==> config.mk <==
export PLATFORM = sky130hd
export DESIGN_NAME = sgs_ctrl_flat
export DESIGN_NICKNAME = d
export VERILOG_FILES = /design/src/rtl/sgs_pkg.sv /design/src/rtl/sgs_link_if.sv /design/src/rtl/sgs_ctrl.sv /design/src/flat_wrapper.sv
export SDC_FILE = /design/constraint.sdc
export NUM_CORES = 1
export LEC_CHECK = 0
export ABC_AREA = 1
export BUFFER_PORTS_ARGS = -buffer_cell sky130_fd_sc_hd__buf_2
export CAP_MARGIN = 30
export CORE_ASPECT_RATIO = 1.75
export CORE_MARGIN = 4
export CORE_UTILIZATION = 36
export DETAILED_ROUTE_END_ITERATION = 8
export PLACE_DENSITY = 0.63
export SLEW_MARGIN = 20
export SYNTH_ARGS = -nofsm -noshare
export SYNTH_HDL_FRONTEND = slang
export SYNTH_SLANG_ARGS = --single-unit
export TNS_END_PERCENT = 100
==> constraint.sdc <==
create_clock -name clock -period 2.3 [get_ports clock]
set_clock_uncertainty 0.05 [all_clocks]
set_input_delay 0.23 -clock clock [delete_from_list [all_inputs] [get_ports clock]]
set_output_delay 0.23 -clock clock [all_outputs]
set_load 0.02 [all_outputs]
==> src/rtl/sgs_pkg.sv <==
// package for the servo gain switch gating block
// shared by the gating end, the controller end and the link between them
package sgs_pkg;
  // drive variants
  localparam logic [1:0] SGS_VAR_NETWORK = 2'h0;
  localparam logic [1:0] SGS_VAR_SERIAL = 2'h1;
  localparam logic [1:0] SGS_VAR_PULSE = 2'h2;
  // tuning mode field value for manual mode
  localparam int SGS_TUNE_W = 4;
  localparam logic [SGS_TUNE_W-1:0] SGS_TUNE_MANUAL = 4'h3;
  // control modes
  localparam int SGS_MODE_W = 3;
  localparam logic [SGS_MODE_W-1:0] SGS_MODE_POSITION = 3'h0;
  localparam logic [SGS_MODE_W-1:0] SGS_MODE_POSITIONING = 3'h1;
  localparam logic [SGS_MODE_W-1:0] SGS_MODE_SPEED = 3'h2;
  localparam logic [SGS_MODE_W-1:0] SGS_MODE_TORQUE = 3'h3;
  localparam logic [SGS_MODE_W-1:0] SGS_MODE_CONT_TORQUE = 3'h4;
  // gain switching condition selection
  localparam int SGS_COND_W = 3;
  localparam logic [SGS_COND_W-1:0] SGS_COND_DIRECTION = 3'h5;
  // control input words and their select bit
  localparam int SGS_WORD_W = 16;
  localparam int SGS_CMD_BIT = 4;
  // gain set codes
  localparam logic [1:0] SGS_SET_BASE = 2'h0;
  localparam logic [1:0] SGS_SET_ONE = 2'h1;
  localparam logic [1:0] SGS_SET_TWO = 2'h2;
  // controller register byte addresses
  localparam int SGS_ADDR_W = 8;
  localparam logic [SGS_ADDR_W-1:0] SGS_REG_CFG = 8'h00;
  localparam logic [SGS_ADDR_W-1:0] SGS_REG_SEL = 8'h04;
  localparam logic [SGS_ADDR_W-1:0] SGS_REG_CW1 = 8'h08;
  localparam logic [SGS_ADDR_W-1:0] SGS_REG_CW5 = 8'h0c;
  localparam logic [SGS_ADDR_W-1:0] SGS_REG_STATUS = 8'h10;
  // field positions of the config register
  localparam int SGS_CFG_VAR_LSB = 0;
  localparam int SGS_CFG_TUNE_LSB = 2;
  localparam int SGS_CFG_MODE_LSB = 6;
  localparam int SGS_CFG_COND_LSB = 9;
  localparam int SGS_CFG_STOP_BIT = 12;
  localparam int SGS_CFG_SLIGHT_BIT = 13;
  localparam int SGS_CFG_DIR_BIT = 14;
  localparam int SGS_CFG_W = 15;
  // field positions of the select register
  localparam int SGS_SEL_IN1_BIT = 0;
  localparam int SGS_SEL_IN2_BIT = 1;
  // field positions of the status register
  localparam int SGS_ST_VS_LSB = 0;
  localparam int SGS_ST_CORE_LSB = 2;
  localparam int SGS_ST_FROZEN_BIT = 4;
  localparam int SGS_ST_ALLOW_BIT = 5;
  // reset values
  localparam logic [SGS_CFG_W-1:0] SGS_CFG_RESET = 15'h0000;
  localparam logic [SGS_WORD_W-1:0] SGS_WORD_RESET = 16'h0000;
endpackage

==> src/rtl/sgs_link_if.sv <==
// link between the gating end and the controller end
// both ends run on the same clock; no clocking block
`timescale 1ns/1ps
interface sgs_link_if
  import sgs_pkg::*;
  ();
  logic [1:0] variant;
  logic [SGS_TUNE_W-1:0] tuning_mode_field;
  logic [SGS_MODE_W-1:0] control_mode;
  logic [SGS_COND_W-1:0] switch_condition;
  logic stop_switch_enable;
  logic slight_vib_active;
  logic direction_met;
  logic gain_set1_select_input;
  logic gain_set2_select_input;
  logic [SGS_WORD_W-1:0] control_word1;
  logic [SGS_WORD_W-1:0] control_word5;
  logic [1:0] vs_set;
  logic [1:0] core_set;
  logic core_frozen;
  logic switch_allowed;

  modport device (
    input variant, tuning_mode_field, control_mode, switch_condition, stop_switch_enable,
    input slight_vib_active, direction_met, gain_set1_select_input, gain_set2_select_input,
    input control_word1, control_word5,
    output vs_set, core_set, core_frozen, switch_allowed
  );
  modport ctrl (
    output variant, tuning_mode_field, control_mode, switch_condition, stop_switch_enable,
    output slight_vib_active, direction_met, gain_set1_select_input, gain_set2_select_input,
    output control_word1, control_word5,
    input vs_set, core_set, core_frozen, switch_allowed
  );
endinterface // sgs_link_if

==> src/rtl/sgs_ctrl.sv <==
// controller end: software registers over avalon-mm drive the link
// assumes a single avalon master on the same clock
//
// Implementation choices: the placing of the registers and the Avalon-MM register port.
`timescale 1ns/1ps
module sgs_ctrl
  import sgs_pkg::*;
  (
  input wire logic clock,
  input wire logic rst_b,
  input wire logic [SGS_ADDR_W-1:0] avs_address,
  input wire logic avs_read,
  input wire logic avs_write,
  input wire logic [31:0] avs_writedata,
  output logic [31:0] avs_readdata,
  output logic avs_waitrequest,
  input wire logic direction_met,
  sgs_link_if.ctrl link
  );

  typedef enum logic [1:0] {SGS_ST_IDLE = 2'b01, SGS_ST_ACK = 2'b10} sgs_bus_t;

  ////////////////////////////////////////////////////////////////////////
  // register and bus state
  sgs_bus_t st_reg;
  sgs_bus_t st_next;
  logic [SGS_CFG_W-1:0] cfg_reg;
  logic [SGS_CFG_W-1:0] cfg_next;
  logic [1:0] sel_reg;
  logic [1:0] sel_next;
  logic [SGS_WORD_W-1:0] cw1_reg;
  logic [SGS_WORD_W-1:0] cw1_next;
  logic [SGS_WORD_W-1:0] cw5_reg;
  logic [SGS_WORD_W-1:0] cw5_next;
  logic [31:0] rd_reg;
  logic [31:0] rd_next;
  logic wait_reg;
  logic wait_next;
  logic dir_reg;
  logic dir_next;

  // one wait state per access; write and read data take effect in ack
  always_comb begin
    st_next = st_reg;
    cfg_next = cfg_reg;
    sel_next = sel_reg;
    cw1_next = cw1_reg;
    cw5_next = cw5_reg;
    rd_next = rd_reg;
    wait_next = 1'b1;
    // direction condition from the pin or the config override
    dir_next = direction_met | cfg_reg[SGS_CFG_DIR_BIT];
    case (st_reg)
      SGS_ST_IDLE: begin
        if (avs_read || avs_write) begin
          st_next = SGS_ST_ACK;
          wait_next = 1'b0;
          rd_next = 32'h0000_0000;
          if (avs_write) begin
            case (avs_address)
              SGS_REG_CFG: cfg_next = avs_writedata[SGS_CFG_W-1:0];
              SGS_REG_SEL: sel_next = avs_writedata[1:0];
              SGS_REG_CW1: cw1_next = avs_writedata[SGS_WORD_W-1:0];
              SGS_REG_CW5: cw5_next = avs_writedata[SGS_WORD_W-1:0];
              default: rd_next = 32'h0000_0000;
            endcase
          end else begin
            case (avs_address)
              SGS_REG_CFG: rd_next[SGS_CFG_W-1:0] = cfg_reg;
              SGS_REG_SEL: rd_next[1:0] = sel_reg;
              SGS_REG_CW1: rd_next[SGS_WORD_W-1:0] = cw1_reg;
              SGS_REG_CW5: rd_next[SGS_WORD_W-1:0] = cw5_reg;
              SGS_REG_STATUS: begin
                rd_next[SGS_ST_VS_LSB +: 2] = link.vs_set;
                rd_next[SGS_ST_CORE_LSB +: 2] = link.core_set;
                rd_next[SGS_ST_FROZEN_BIT] = link.core_frozen;
                rd_next[SGS_ST_ALLOW_BIT] = link.switch_allowed;
              end
              default: rd_next = 32'h0000_0000;
            endcase
          end
        end
      end
      SGS_ST_ACK: begin
        st_next = SGS_ST_IDLE;
      end
      default: begin
        st_next = SGS_ST_IDLE;
      end
    endcase
  end

  // register the bus and control state
  always_ff @(posedge clock or negedge rst_b) begin
    if (!rst_b) begin
      st_reg <= SGS_ST_IDLE;
      cfg_reg <= SGS_CFG_RESET;
      sel_reg <= 2'h0;
      cw1_reg <= SGS_WORD_RESET;
      cw5_reg <= SGS_WORD_RESET;
      rd_reg <= 32'h0000_0000;
      wait_reg <= 1'b1;
      dir_reg <= 1'b0;
    end else begin
      st_reg <= st_next;
      cfg_reg <= cfg_next;
      sel_reg <= sel_next;
      cw1_reg <= cw1_next;
      cw5_reg <= cw5_next;
      rd_reg <= rd_next;
      wait_reg <= wait_next;
      dir_reg <= dir_next;
    end
  end

  ////////////////////////////////////////////////////////////////////////
  // link drive from registers
  assign avs_readdata = rd_reg;
  assign avs_waitrequest = wait_reg;
  assign link.variant = cfg_reg[SGS_CFG_VAR_LSB +: 2];
  assign link.tuning_mode_field = cfg_reg[SGS_CFG_TUNE_LSB +: SGS_TUNE_W];
  assign link.control_mode = cfg_reg[SGS_CFG_MODE_LSB +: SGS_MODE_W];
  assign link.switch_condition = cfg_reg[SGS_CFG_COND_LSB +: SGS_COND_W];
  assign link.stop_switch_enable = cfg_reg[SGS_CFG_STOP_BIT];
  assign link.slight_vib_active = cfg_reg[SGS_CFG_SLIGHT_BIT];
  assign link.direction_met = dir_reg;
  assign link.gain_set1_select_input = sel_reg[SGS_SEL_IN1_BIT];
  assign link.gain_set2_select_input = sel_reg[SGS_SEL_IN2_BIT];
  assign link.control_word1 = cw1_reg;
  assign link.control_word5 = cw5_reg;
endmodule // sgs_ctrl

==> src/flat_wrapper.sv <==
// flat-port wrapper written by rule: the top's interface ports become plain ports
module sgs_ctrl_flat import sgs_pkg::*;
  (clock, rst_b, avs_address, avs_read, avs_write, avs_writedata, avs_readdata, avs_waitrequest, direction_met, link_variant, link_tuning_mode_field, link_control_mode, link_switch_condition, link_stop_switch_enable, link_slight_vib_active, link_direction_met, link_gain_set1_select_input, link_gain_set2_select_input, link_control_word1, link_control_word5, link_vs_set, link_core_set, link_core_frozen, link_switch_allowed);
  sgs_link_if link_i ();
  input wire logic clock;
  input wire logic rst_b;
  input wire logic [SGS_ADDR_W-1:0] avs_address;
  input wire logic avs_read;
  input wire logic avs_write;
  input wire logic [31:0] avs_writedata;
  output logic [31:0] avs_readdata;
  output logic avs_waitrequest;
  input wire logic direction_met;
  output wire logic [$bits(link_i.variant)-1:0] link_variant;
  output wire logic [$bits(link_i.tuning_mode_field)-1:0] link_tuning_mode_field;
  output wire logic [$bits(link_i.control_mode)-1:0] link_control_mode;
  output wire logic [$bits(link_i.switch_condition)-1:0] link_switch_condition;
  output wire logic [$bits(link_i.stop_switch_enable)-1:0] link_stop_switch_enable;
  output wire logic [$bits(link_i.slight_vib_active)-1:0] link_slight_vib_active;
  output wire logic [$bits(link_i.direction_met)-1:0] link_direction_met;
  output wire logic [$bits(link_i.gain_set1_select_input)-1:0] link_gain_set1_select_input;
  output wire logic [$bits(link_i.gain_set2_select_input)-1:0] link_gain_set2_select_input;
  output wire logic [$bits(link_i.control_word1)-1:0] link_control_word1;
  output wire logic [$bits(link_i.control_word5)-1:0] link_control_word5;
  input wire logic [$bits(link_i.vs_set)-1:0] link_vs_set;
  input wire logic [$bits(link_i.core_set)-1:0] link_core_set;
  input wire logic [$bits(link_i.core_frozen)-1:0] link_core_frozen;
  input wire logic [$bits(link_i.switch_allowed)-1:0] link_switch_allowed;
  assign link_variant = link_i.variant;
  assign link_tuning_mode_field = link_i.tuning_mode_field;
  assign link_control_mode = link_i.control_mode;
  assign link_switch_condition = link_i.switch_condition;
  assign link_stop_switch_enable = link_i.stop_switch_enable;
  assign link_slight_vib_active = link_i.slight_vib_active;
  assign link_direction_met = link_i.direction_met;
  assign link_gain_set1_select_input = link_i.gain_set1_select_input;
  assign link_gain_set2_select_input = link_i.gain_set2_select_input;
  assign link_control_word1 = link_i.control_word1;
  assign link_control_word5 = link_i.control_word5;
  assign link_i.vs_set = link_vs_set;
  assign link_i.core_set = link_core_set;
  assign link_i.core_frozen = link_core_frozen;
  assign link_i.switch_allowed = link_switch_allowed;
  sgs_ctrl u_core (.clock(clock), .rst_b(rst_b), .avs_address(avs_address), .avs_read(avs_read), .avs_write(avs_write), .avs_writedata(avs_writedata), .avs_readdata(avs_readdata), .avs_waitrequest(avs_waitrequest), .direction_met(direction_met), .link(link_i));
endmodule
==> results.ini <==
[setup_path]
slowest_stage = dfstp_2
slowest_delay_ns = 0.51
crit_family = simple AND/OR/NAND/NOR gates
timing_worst_setup_path_type = register to register
critPathArrivalTime_ns = 2.07
cp_max_fo = 32
cp.depth = 7
worstSetupStartpointType = register
endpoint_kind = register
reg2regPathDepth = 7
regToRegEndpoint = u_core.link.control_word1[7]
crit_chain = inv_1 > nor2_2 > o21ai_4 > nor2_4 > nand2_2 > nand2_1 > o21ai_1
cp.required_ns = 2.44
path_buf_inv = 1
r2r-start = u_core.st_reg[0]
r2r_slack_ns = 0.36

[pwr]
power.density_mw_per_mm2 = 732
ir_worst_vdd_mv = 0.401
clkPwrFrac_pct = 44.1
leakagePower_nw = 2.29
power_switching_w = 0.000789
p_seq_share_pct = 44.4
comb_power_share_pct = 11.5
internal_power_w = 0.00216
power_w = 0.00295
p_sw_share_pct = 26.8

[sta]
period_share_pct = 84.2
worstMarginPinSlew_ns = 0.711
timing.slew.headroom_pct = 52.6
rsz0062_at_grt = no
setup_viol = 0
max_freq_mhz = 516
period_minus_slack_ns = 1.94
slew_viol_final = 0
hold_viol = 0
fin_tns_setup_ns = 0

[cts]
clk_latency_ns = 0.33
cts_resized = 0
cts_num_sinks = 69
clockBufferDepth = 2
clk_pin_slew_ns = 0.06
cts_setup_buffers = 0
cts_hold_buffers = 1
htreeDepth = 3
root_buffer = clkbuf_16
numCtsBuffers = 9
cts_tree = built

[floorplanning]
fp.dieW_um = 80.0
start_util_pct = 37.2
io_pins = 133
core-area_mm2 = 0.00878
rows = 45
dieArea_mm2 = 0.0107
dieHeight_um = 134

[synthesis]
synth_area_per_cell_um2 = 8.26
synth_cell_types = 22
syn_inst = 396
synthTopCellsByCount = nand2_1 (138), dfrtp_1 (67), o21ai_1 (48)
synth_edf_count = 0
synthDominantCellAreaShare_pct = 51.3
synth_ff_type = dfrtp_1
synthArstFlopShare_pct = 100
synth.most_common_cell = nand2_1
yosysWarnings = 0
synth_seq_cells = 69
yosysSeqAreaShare_pct = 52.9
yosys.area.top_type = dfrtp_1
syn-cell-area_mm2 = 0.00327
synth_area_leaders = dfrtp_1 (51%), nand2_1 (16%), o21ai_1 (7.3%), buf_4 (7.1%), nand3_1 (6.0%)

[cells_and_area]
final_util_pct = 45.9
area_growth_pct = 23.3
diodes = 0
final_area_mm2 = 0.00403
final_nets = 538
multi_input_area_mm2 = 0.00120
regArea_mm2 = 0.00173
fill_cells = 905
drive_gt1_share_pct = 28.3

[run]
maxCapViolations = 0

[placed_design]
dp_hpwl_um = 6490
place_area_mm2 = 0.00373
place.gp.congestion = 0.848
io_buffers = 100

[drt]
ant_nets = 0
drtIter0Drc = 144
vias = 2859
wl_per_cell_um = 14.5
wirelength_um = 8840
first_pass_iters = 4
vias_per_cell = 4.69
drc = 0

[global_route]
grt_use_total_pct = 17.1
grt_start_max_net_pins = 33
first_global_vias = 2730
grt_overflow = 0
grt_pass1_wl_um = 13900
grt_antenna_before_repair = 0

[hold_path]
min_from = avs_read
hold_end = u_core.st_reg[0]
hold_class = primary input to register
min_path_cells = 2

[status]
status = finished clean

[power by group through the flow]
stage / Clock (W) / Sequential [W] / Combinational [W]
floorplan: 0 / 0.00136 / 0.000199
global placement: 0 / 0.00133 / 0.000342
detailed placement: 0 / 0.00133 / 0.000346
CTS: 0.00132 / 0.00131 / 0.000348
global route: 0.00136 / 0.00132 / 0.000379
finish: 0.00130 / 0.00131 / 0.000340
[worst max-delay path by stage]
| stage | start | to | slack [ns] |
|---|---|---|---|
| global route | u_core.st_reg[0] | u_core.link.control_word1[9] | 0.15 |
| global placement | avs_address[0] | u_core.link.control_word1[12] | 0.35 |
| finish | u_core.st_reg[0] | u_core.link.control_word1[7] | 0.36 |
| floorplan | u_core.st_reg[0] | u_core.link.control_word5[10] | 0.85 |
| detailed placement | avs_address[0] | u_core.link.control_word1[9] | 0.32 |
| CTS | u_core.st_reg[0] | u_core.link.control_word1[7] | 0.31 |
[metrics by stage]
stage | worst slack [ns] | std cells | hold WS [ns]
2_1_floorplan | 0.850 | 411 | -0.116
3_3_place_gp | 0.353 | 592 | 0.266
3_5_place_dp | 0.318 | 592 | 0.273
4_1_cts | 0.306 | 609 | 0.0341
5_1_grt | 0.147 | 609 | 0.0423
6_report | 0.363 | 609 | 0.0408
[cell usage in the layout (no fill, tap or decap), drive strengths merged]
cell type	instances
dfstp	2
nor2	15
o21ai	52
clkinv	4
a21oi	1
dlygate4sd3	1
inv	29
or2	1
nand4	4
clkbuf	11
clkinvlp	1
nand3	40
dfrtp	67
nand2	139
o21bai	2
conb	16
buf	107
[layer usage]
layer	wire, um	track usage, %
met2	4850	31.1
met5	0	0
met4	152	7.24
met1	3400	19.5
met3	435	2.22
[layout make-up]
type	instances	area share (%)
repair buffers	108	14.0
clock inverters	5	0.869
multi-input cells	270	29.7
clock buffers	11	6.27
inverters	29	2.70
flip-flops and latches	69	42.9
well taps	117	3.63
[cell families (layout without fill, tap and decap cells)]
family                 Yosys count  after routing  share of synthesized area, %
DFF                             69             69                          52.9
other                            1             16                         0.115
and+or+nand+nor                199            199                          25.8
buffers and inverters           72            153                          12.2
AOI/OAI and AO/OA               55             55                          8.92
Note: power is estimated with default switching activity, not from simulation.
